### src/hdl/lphs_params.svh
// Constants for the low-power halt sequencer
`ifndef LPHS_PARAMS_SVH
`define LPHS_PARAMS_SVH
`define LPHS_LEVEL_MIN   3'h1
`define LPHS_LEVEL_MAX   3'h7
`define LPHS_OFF_INFO    5'h00
`define LPHS_OFF_ADDR    5'h08
`define LPHS_OFF_DATA    5'h10
`define LPHS_KIND_LSB    0
`define LPHS_KIND_MSB    7
`define LPHS_SIZE_LSB    8
`define LPHS_SIZE_MSB    15
`define LPHS_KIND_NONE   8'h00
`define LPHS_KIND_LOAD   8'h01
`define LPHS_KIND_STORE  8'h02
`define LPHS_SIZE_NONE   8'h00
`define LPHS_SIZE_1      8'h01
`define LPHS_SIZE_2      8'h02
`define LPHS_SIZE_4      8'h04
`define LPHS_SIZE_8      8'h08
`define LPHS_CACHE_BIT   63
`define LPHS_ST_OK       8'h00
`define LPHS_ST_UNIMPL   8'hff
`define LPHS_ST_INVALID  8'hfe
`define LPHS_ST_ERROR    8'hfd
`define LPHS_RESET_ENTRY 64'h0000_0000_ffff_ffb0
`endif

### src/hdl/lphs_pkg.sv
// Types for the low-power halt sequencer
package lphs_pkg;
  typedef enum logic [2:0]
  {
    lphs_res_caller,
    lphs_res_mgmt_handler,
    lphs_res_mc_handler,
    lphs_res_init_handler,
    lphs_res_reset_entry
  } lphs_resume_t;
endpackage

### src/hdl/lphs_notify_if.sv
// Notification transaction link between sequencer and platform
`timescale 1ns/1ps
interface lphs_notify_if;
  logic        req;
  logic        write;
  logic [3:0]  size;
  logic [63:0] addr;
  logic        cacheable;
  logic [63:0] wdata;
  logic        ack;
  logic [63:0] rdata;
  logic        halted;
  logic [2:0]  level;
  modport device
  (
    output req, write, size, addr, cacheable, wdata, halted, level,
    input  ack, rdata
  );
  modport platform
  (
    input  req, write, size, addr, cacheable, wdata, halted, level,
    output ack, rdata
  );
endinterface

### src/hdl/lphs_wake_decode.sv
// Wake source selection and resume target decode
`timescale 1ns/1ps
`include "lphs_params.svh"
module lphs_wake_decode
  import lphs_pkg::*;
(
  input  wire logic         platform_management_interrupt,
  input  wire logic         platform_management_interrupt_masked,
  input  wire logic         mc,
  input  wire logic         init,
  input  wire logic         mc_init_masked,
  input  wire logic         reset_evt,
  input  wire logic         ext_irq,
  input  wire logic [3:0]   ext_irq_class,
  input  wire logic         ext_irq_nmi,
  input  wire logic [3:0]   masked_interrupt_class,
  input  wire logic         mask_all_maskable_interrupts,
  output logic              wake,
  output lphs_resume_t      target
);
  // External interrupt unmasked when mask-all is clear and class above mask class, or NMI
  wire ext_ok = ext_irq & (ext_irq_nmi | (~mask_all_maskable_interrupts
                          & (ext_irq_class > masked_interrupt_class)));
  assign wake = reset_evt | platform_management_interrupt | mc | init | ext_ok;
  // Highest priority source picks the resume point
  always_comb
  begin
    if (reset_evt)
      target = lphs_res_reset_entry;
    else if (mc)
      target = mc_init_masked ? lphs_res_caller : lphs_res_mc_handler;
    else if (init)
      target = mc_init_masked ? lphs_res_caller : lphs_res_init_handler;
    else if (platform_management_interrupt)
      target = platform_management_interrupt_masked ? lphs_res_caller : lphs_res_mgmt_handler;
    else
      target = lphs_res_caller;
  end
endmodule

### src/hdl/lphs_device.sv
// Low-power halt sequencer, processor end
// Functional notes
// - Level must be 1 to 7
// - Descriptor words: info, address, store data
// - Kind: none, load, store; others reserved
// - Size: none, 1, 2, 4, 8 bytes
// - Address should be size aligned (code does not check alignment and passes any address through)
// - Address bit 63 gives cacheability
// - Store data used only for stores
// - Halt only after platform takes transaction
// - Indicate entered level to platform
// - Wake on management irq, mc, init, reset, interrupt
// - External interrupt gated by priority mask
// - Load result on load, else zero (code returns it only on a wake that resumes at caller, else zero)
// - Interrupt wake resumes at caller
// - Management irq wake: caller if masked, else handler
// - Mc/init wake: caller if masked, else handler
// - Reset wake restarts at reset entry
// - Status codes 0, -1, -2, -3
`timescale 1ns/1ps
`include "lphs_params.svh"
module lphs_device
  import lphs_pkg::*;
(
  input  wire logic         clock,
  input  wire logic         rstn,
  lphs_notify_if.device     link,
  input  wire logic         start,
  input  wire logic [63:0]  halt_level,
  input  wire logic [63:0]  desc_info,
  input  wire logic [63:0]  desc_addr,
  input  wire logic [63:0]  desc_data,
  input  wire logic         platform_management_interrupt_in,
  input  wire logic         platform_management_interrupt_masked,
  input  wire logic         mc_in,
  input  wire logic         init_in,
  input  wire logic         mc_init_masked,
  input  wire logic         reset_evt_in,
  input  wire logic         ext_irq_in,
  input  wire logic [3:0]   ext_irq_class,
  input  wire logic         ext_irq_nmi,
  input  wire logic [3:0]   masked_interrupt_class,
  input  wire logic         mask_all_maskable_interrupts,
  output logic              busy,
  output logic              done,
  output logic [7:0]        status,
  output logic [63:0]       load_result,
  output lphs_resume_t      resume_target,
  output logic [63:0]       resume_addr,
  output logic              self_reset
);
  typedef enum {st_idle, st_notify, st_halt} lphs_state_t;
  lphs_state_t state;
  lphs_state_t next_state;

  // Pin-level wake sources are synchronised first
  localparam int NSYNC = 6;
  wire  [NSYNC-1:0] async_in = {platform_management_interrupt_in, mc_in, init_in,
                                reset_evt_in, ext_irq_in, ext_irq_nmi};
  logic [NSYNC-1:0] sync1;
  logic [NSYNC-1:0] sync2;
  always_ff @(posedge clock or negedge rstn)
  begin
    if (!rstn)
    begin
      sync1 <= '0;
      sync2 <= '0;
    end
    else
    begin
      sync1 <= async_in;
      sync2 <= sync1;
    end
  end

  wire          wake;
  lphs_resume_t target;
  lphs_wake_decode lphs_wake_decode_i
  (
    .platform_management_interrupt        (sync2[5]),
    .platform_management_interrupt_masked (platform_management_interrupt_masked),
    .mc                           (sync2[4]),
    .init                         (sync2[3]),
    .mc_init_masked               (mc_init_masked),
    .reset_evt                    (sync2[2]),
    .ext_irq                      (sync2[1]),
    .ext_irq_class                (ext_irq_class),
    .ext_irq_nmi                  (sync2[0]),
    .masked_interrupt_class       (masked_interrupt_class),
    .mask_all_maskable_interrupts (mask_all_maskable_interrupts),
    .wake                         (wake),
    .target                       (target)
  );

  // Argument checks
  wire [7:0] kind = desc_info[`LPHS_KIND_MSB:`LPHS_KIND_LSB];
  wire [7:0] size = desc_info[`LPHS_SIZE_MSB:`LPHS_SIZE_LSB];
  wire level_ok = (halt_level >= {61'h0, `LPHS_LEVEL_MIN})
                & (halt_level <= {61'h0, `LPHS_LEVEL_MAX});
  wire kind_ok  = (kind == `LPHS_KIND_NONE) | (kind == `LPHS_KIND_LOAD)
                | (kind == `LPHS_KIND_STORE);
  wire size_ok  = (size == `LPHS_SIZE_NONE) | (size == `LPHS_SIZE_1) | (size == `LPHS_SIZE_2)
                | (size == `LPHS_SIZE_4) | (size == `LPHS_SIZE_8);
  wire args_ok  = level_ok & kind_ok & size_ok;
  wire do_xfer  = (kind != `LPHS_KIND_NONE) & (size != `LPHS_SIZE_NONE);
  wire is_load  = (kind == `LPHS_KIND_LOAD);

  // Captured request
  logic        cap_load;
  logic [63:0] cap_rdata;

  // Next state
  always_comb
  begin
    next_state = state;
    unique case (state)
      st_idle:
        if (start && args_ok)
          next_state = do_xfer ? st_notify : st_halt;
      st_notify:
        if (link.ack)
          next_state = st_halt;
      st_halt:
        if (wake)
          next_state = st_idle;
    endcase
  end

  always_ff @(posedge clock or negedge rstn)
  begin
    if (!rstn)
      state <= st_idle;
    else
      state <= next_state;
  end

  // Notification transaction toward the platform
  always_ff @(posedge clock or negedge rstn)
  begin
    if (!rstn)
    begin
      link.req       <= 1'b0;
      link.write     <= 1'b0;
      link.size      <= 4'h0;
      link.addr      <= 64'h0;
      link.cacheable <= 1'b0;
      link.wdata     <= 64'h0;
      cap_load       <= 1'b0;
      cap_rdata      <= 64'h0;
    end
    else if (state == st_idle && start && args_ok)
    begin
      link.req       <= do_xfer;
      link.write     <= (kind == `LPHS_KIND_STORE);
      link.size      <= size[3:0];
      link.addr      <= desc_addr;
      link.cacheable <= desc_addr[`LPHS_CACHE_BIT];
      link.wdata     <= (kind == `LPHS_KIND_STORE) ? desc_data : 64'h0;
      cap_load       <= is_load & do_xfer;
      cap_rdata      <= 64'h0;
    end
    else if (state == st_notify && link.ack)
    begin
      link.req  <= 1'b0;
      cap_rdata <= cap_load ? link.rdata : 64'h0;
    end
  end

  // Entered-level indication
  always_ff @(posedge clock or negedge rstn)
  begin
    if (!rstn)
    begin
      link.halted <= 1'b0;
      link.level  <= 3'h0;
    end
    else
    begin
      link.halted <= (next_state == st_halt);
      link.level  <= (state == st_idle && start && args_ok) ? halt_level[2:0] : link.level;
    end
  end

  // Completion reporting
  wire finish_bad  = (state == st_idle) && start && !args_ok;
  wire finish_wake = (state == st_halt) && wake;
  always_ff @(posedge clock or negedge rstn)
  begin
    if (!rstn)
    begin
      busy          <= 1'b0;
      done          <= 1'b0;
      status        <= `LPHS_ST_OK;
      load_result   <= 64'h0;
      resume_target <= lphs_res_caller;
      resume_addr   <= 64'h0;
      self_reset    <= 1'b0;
    end
    else
    begin
      busy       <= (next_state != st_idle);
      done       <= finish_bad | finish_wake;
      self_reset <= finish_wake && (target == lphs_res_reset_entry);
      if (finish_bad)
      begin
        status        <= `LPHS_ST_INVALID;
        load_result   <= 64'h0;
        resume_target <= lphs_res_caller;
      end
      else if (finish_wake)
      begin
        status        <= `LPHS_ST_OK;
        load_result   <= (target == lphs_res_caller) ? cap_rdata : 64'h0;
        resume_target <= target;
        resume_addr   <= (target == lphs_res_reset_entry) ? `LPHS_RESET_ENTRY : 64'h0;
      end
    end
  end
endmodule

### src/flat_wrapper.sv
// flat-port wrapper written by rule: the top's interface ports become plain ports
module lphs_device_flat import lphs_pkg::*;
  (clock, rstn, start, halt_level, desc_info, desc_addr, desc_data, platform_management_interrupt_in, platform_management_interrupt_masked, mc_in, init_in, mc_init_masked, reset_evt_in, ext_irq_in, ext_irq_class, ext_irq_nmi, masked_interrupt_class, mask_all_maskable_interrupts, busy, done, status, load_result, resume_target, resume_addr, self_reset, link_req, link_write, link_size, link_addr, link_cacheable, link_wdata, link_halted, link_level, link_ack, link_rdata);
  lphs_notify_if link_i ();
  input  wire logic clock;
  input  wire logic rstn;
  input  wire logic start;
  input  wire logic [63:0] halt_level;
  input  wire logic [63:0] desc_info;
  input  wire logic [63:0] desc_addr;
  input  wire logic [63:0] desc_data;
  input  wire logic platform_management_interrupt_in;
  input  wire logic platform_management_interrupt_masked;
  input  wire logic mc_in;
  input  wire logic init_in;
  input  wire logic mc_init_masked;
  input  wire logic reset_evt_in;
  input  wire logic ext_irq_in;
  input  wire logic [3:0] ext_irq_class;
  input  wire logic ext_irq_nmi;
  input  wire logic [3:0] masked_interrupt_class;
  input  wire logic mask_all_maskable_interrupts;
  output logic busy;
  output logic done;
  output logic [7:0] status;
  output logic [63:0] load_result;
  output lphs_resume_t resume_target;
  output logic [63:0] resume_addr;
  output logic self_reset;
  output wire logic [$bits(link_i.req)-1:0] link_req;
  output wire logic [$bits(link_i.write)-1:0] link_write;
  output wire logic [$bits(link_i.size)-1:0] link_size;
  output wire logic [$bits(link_i.addr)-1:0] link_addr;
  output wire logic [$bits(link_i.cacheable)-1:0] link_cacheable;
  output wire logic [$bits(link_i.wdata)-1:0] link_wdata;
  output wire logic [$bits(link_i.halted)-1:0] link_halted;
  output wire logic [$bits(link_i.level)-1:0] link_level;
  input wire logic [$bits(link_i.ack)-1:0] link_ack;
  input wire logic [$bits(link_i.rdata)-1:0] link_rdata;
  assign link_req = link_i.req;
  assign link_write = link_i.write;
  assign link_size = link_i.size;
  assign link_addr = link_i.addr;
  assign link_cacheable = link_i.cacheable;
  assign link_wdata = link_i.wdata;
  assign link_halted = link_i.halted;
  assign link_level = link_i.level;
  assign link_i.ack = link_ack;
  assign link_i.rdata = link_rdata;
  lphs_device u_core (.clock(clock), .rstn(rstn), .link(link_i), .start(start), .halt_level(halt_level), .desc_info(desc_info), .desc_addr(desc_addr), .desc_data(desc_data), .platform_management_interrupt_in(platform_management_interrupt_in), .platform_management_interrupt_masked(platform_management_interrupt_masked), .mc_in(mc_in), .init_in(init_in), .mc_init_masked(mc_init_masked), .reset_evt_in(reset_evt_in), .ext_irq_in(ext_irq_in), .ext_irq_class(ext_irq_class), .ext_irq_nmi(ext_irq_nmi), .masked_interrupt_class(masked_interrupt_class), .mask_all_maskable_interrupts(mask_all_maskable_interrupts), .busy(busy), .done(done), .status(status), .load_result(load_result), .resume_target(resume_target), .resume_addr(resume_addr), .self_reset(self_reset));
endmodule
### config.mk
export PLATFORM = sky130hd
export DESIGN_NAME = lphs_device_flat
export DESIGN_NICKNAME = d
export VERILOG_FILES = /design/src/hdl/lphs_pkg.sv /design/src/hdl/lphs_notify_if.sv /design/src/hdl/lphs_wake_decode.sv /design/src/hdl/lphs_device.sv /design/src/flat_wrapper.sv
export VERILOG_INCLUDE_DIRS = /design/src /design/src/hdl
export SDC_FILE = /design/constraint.sdc
export NUM_CORES = 1
export LEC_CHECK = 0
export ABC_AREA = 1
export BUFFER_PORTS_ARGS = -buffer_cell sky130_fd_sc_hd__buf_4
export CORE_AREA = 4 4 243 245
export CTS_CLUSTER_DIAMETER = 40
export DETAILED_ROUTE_END_ITERATION = 16
export DIE_AREA = 0 0 247 249
export HOLD_SLACK_MARGIN = 0.15
export REMOVE_ABC_BUFFERS = 1
export SYNTH_ARGS = -nofsm -noshare
export SYNTH_HDL_FRONTEND = slang
export SYNTH_HIERARCHICAL = 1
export SYNTH_SLANG_ARGS = --single-unit
### constraint.sdc
create_clock -name clock -period 2.03 [get_ports clock]
set_clock_uncertainty 0.1 [all_clocks]
set_input_delay 0.203 -clock clock [delete_from_list [all_inputs] [get_ports clock]]
set_output_delay 0.203 -clock clock [all_outputs]
set_load 0.03 [all_outputs]
==> impl_results.md <==
- Final Slew Violations: 0
- Total wire length: 53300 um
- Routed len/inst: 16.2 um
- Number of flops mapped to enable cells by yosys: 0
- CTS Sinks: 319
- Fmax: 469 MHz
- Worst hold path class: in -> reg
- Row cnt: 88
- Layout cells sized above 1: 0.337
- Buffers and inverters on the worst path: 5
- IO Port Bufs: 535
- Initial antenna violation count: 5
- Initial Util: 0.248
- Crit start category: register
- CTS tree: yes
- Final Critical Period: 2.13 ns
- Crit path cell chain: nor2_2 > nand4_1 > inv_1 > nand3_2 > nor2_2 > buf_6 > nand2_8 > inv_8 > nand3_4 > buf_12 > clkbuf_16 > o21ai_2
- Share of the synthesized area in the top cell type: 0.564
- CP Max Fanout: 8
- Most used flip-flop cell after synthesis: dfrtp_1
- Clock Latency Late Sink: 0.56 ns
- Final Cycle Share: 1.05
- IO Pins: 622
- Die width: 247 um
- Status: finished, violations left
- Synth top cells by count: nand2_1 (437), dfrtp_1 (319), nand3_1 (223)
- Clock Tree Root: clkbuf_16
- Post-Layout Cell Count: 3284
- Most instantiated library cell after synthesis: nand2_1
- First drt pass iteration count: 5
- Fillers: 5358
- Die Ht: 249 um
- Ranking of synthesized cells by area: dfrtp_1 (56%), nand2_1 (12%), nand3_1 (7.9%)
- Rel. slew slack: 0.593
- Core area: 0.0571 mm^2
- Cell class contributing the biggest share of worst-path delay: simple AND/OR/NAND/NOR gates
- Placed Instances: 2945
- H-tree levels: 2
- Via Count: 14100
- Clk buf depth: 3
- Seq/Total Area, Yosys: 0.564
- Starting DRC count in detailed routing: 534
- Power Density: 696 mW/mm^2
- Cell area after synthesis: 0.0142 mm^2
- Post-synth top area cell: dfrtp_1
- Worst slack at placement: -0.242 ns
- GRT Total Usage: 0.159
- Actual slew at the worst max-slew pin: 0.611 ns
- Clk pin slew, worst setup/hold paths: 0.05 ns
- Syn Area/Cell: 8.52 um^2
- Placed inst area: 0.0195 mm^2
- Nets: 2817
- Worst vdd ir: 0.000563 V
- Wire length of the first global-routing pass: 78100 um
- Footprint of the multi-input gates: 0.00485 mm^2
- DRC Markers: 0
- WS Path Type: reg -> reg
- Failing checks: setup timing
- RSZ-0062 raised after global routing: yes
- Gpl congestion: 0.854
- Via-to-Cell Ratio: 4.28
- Worst EP arrival: 2.52 ns
- Hpwl dp: 35700 um
- Post-route setup slack: -0.103 ns
- Most used cell, CP: nor2_2
- # Max-Cap Violations: 0
- FF+latch count, synth: 319
- CTS Buf Count: 50
- Final setup vio count: 92
- Hold slack: 0.199 ns
- Leakage dissipation: 13.0 nW
- CP max-delay cell: dfrtp_1
- Cell variety after synth: 30
- Final hold violations: 0
- Post-DRT Antenna Nets: 0
- Vias in the first global route: 14600
- Asr flop ratio synth: 1.00
- Critical Path End Type: register
- Syn Inst Count: 1663
- Largest net degree at the start of global routing: 69
- DIE AREA: 0.0615 mm^2
- Post-route cell area: 0.0240 mm^2
- Reg area: 0.00798 mm^2
- Warnings from Yosys: 6
- Req. time, crit path: 2.42 ns
- Area delta synth->final: 69.6%
- GRT Residual Overflow: 0
- Slowest cell delay on critical path: 0.40 ns
[layout make-up]
cell class,instances,area share
Antenna cell,6,0.000625
Multi-Input combinational cell,1017,0.202
Clock buffer,57,0.0549
Tap cell,765,0.0399
Timing Repair Buffer,871,0.318
Sequential cell,319,0.332
Inverter,213,0.0340
Clock inverter,36,0.0181
[routing by layer]
layer,vias to the layer above,global-route usage,share of wire
met5,-,0,0
met4,0,0.0671,0.039
met3,112,0.0496,0.081
met2,540,0.268,0.49
met1,6691,0.186,0.39
li1,6716,-,-
[worst min-delay path: cells and delay by family]
| family | cells | cell delay, ns |
|---|---|---|
| simple gates | 7 | 0.46 |
| buf+inv | 1 | 0.08 |
| compound gates | 1 | 0.06 |
[report_power, final]
part | switching [mW] | total (mW) | internal [mW]
logic | 0.653 | 1.44 | 0.787
registers | 0.0253 | 6.43 | 6.41
clock network | 3.38 | 8.84 | 5.46
total | 4.06 | 16.7 | 12.7
[cell usage in the layout (no fill, tap or decap), types with 10 or more instances in the layout]
master	count
nor2_2	16
nor2_1	130
dlygate4sd3_1	216
buf_12	28
conb_1	38
o21ai_1	10
nand3_1	220
nand2_1	433
buf_4	606
clkbuf_16	58
o21ai_0	64
o21ai_2	57
buf_6	10
dfrtp_1	319
inv_1	206
[flip-flops by register name, indices dropped and copies added, names as in the netlist, 3 cells and up]
| name | flops |
|---|---|
| u_core/load_result | 64 |
| u_core/link.wdata | 64 |
| u_core/resume_target | 3 |
| u_core/state | 32 |
| u_core/sync1 | 6 |
| u_core/link.addr | 64 |
| u_core/link.size | 4 |
| u_core/sync2 | 6 |
| u_core/cap_rdata | 64 |
| u_core/link.level | 3 |
[path summary, 6_finish.rpt]
kind,start,to,slack (ns),cells past startpoint
max in group asynchronous,rstn,u_core/link.wdata[6]$_DFFE_PN0P_,0.51,4
min,halt_level[5],u_core/cap_load$_DFFE_PN0P_,0.20,9
min reg2reg,u_core/sync1[2]$_DFF_PN0_,u_core/sync2[2]$_DFF_PN0_,0.25,0
max,u_core/state[3]$_DFF_PN0_,u_core/link.wdata[56]$_DFFE_PN0P_,-0.10,12
min in group asynchronous,rstn,u_core/load_result[6]$_DFFE_PN0P_,0.66,3
max reg2reg,u_core/state[3]$_DFF_PN0_,u_core/link.wdata[56]$_DFFE_PN0P_,-0.10,12
[per-stage QoR]
| step | setup TNS, ns | power, mW | utilization |
|---|---|---|---|
| 3_5_place_dp | -30.43 | 7.60 | 0.340 |
| 3_3_place_gp | -29.17 | 7.58 | 0.340 |
| 2_1_floorplan | -582.97 | 6.82 | - |
| 6_report | -5.06 | 16.7 | 0.420 |
| 5_1_grt | -31.65 | 17.3 | 0.420 |
| 4_1_cts | -2.57 | 16.9 | 0.410 |
[logic make-up (layout without fill, tap and decap cells)]
| logic type | after synthesis | in the layout | share of synthesized area |
|---|---|---|---|
| buf+inv | 364 | 1177 | 0.123 |
| flops | 319 | 319 | 0.564 |
| compound gates | 147 | 147 | 0.0660 |
| simple gates | 828 | 828 | 0.243 |
| fa+ha+maj | 4 | 4 | 0.00353 |
| other cells | 1 | 44 | 0.000265 |
[what timing repair did]
item	4_1_cts	5_1_grt
hold buffers	216	0
pin swaps	1	24
buffers inserted	6	7
resized for setup	24	66
gates cloned	0	13
endpoints found under the hold margin	539	0
setup endpoints to repair	286	300
(Power assumes the default switching activity.)
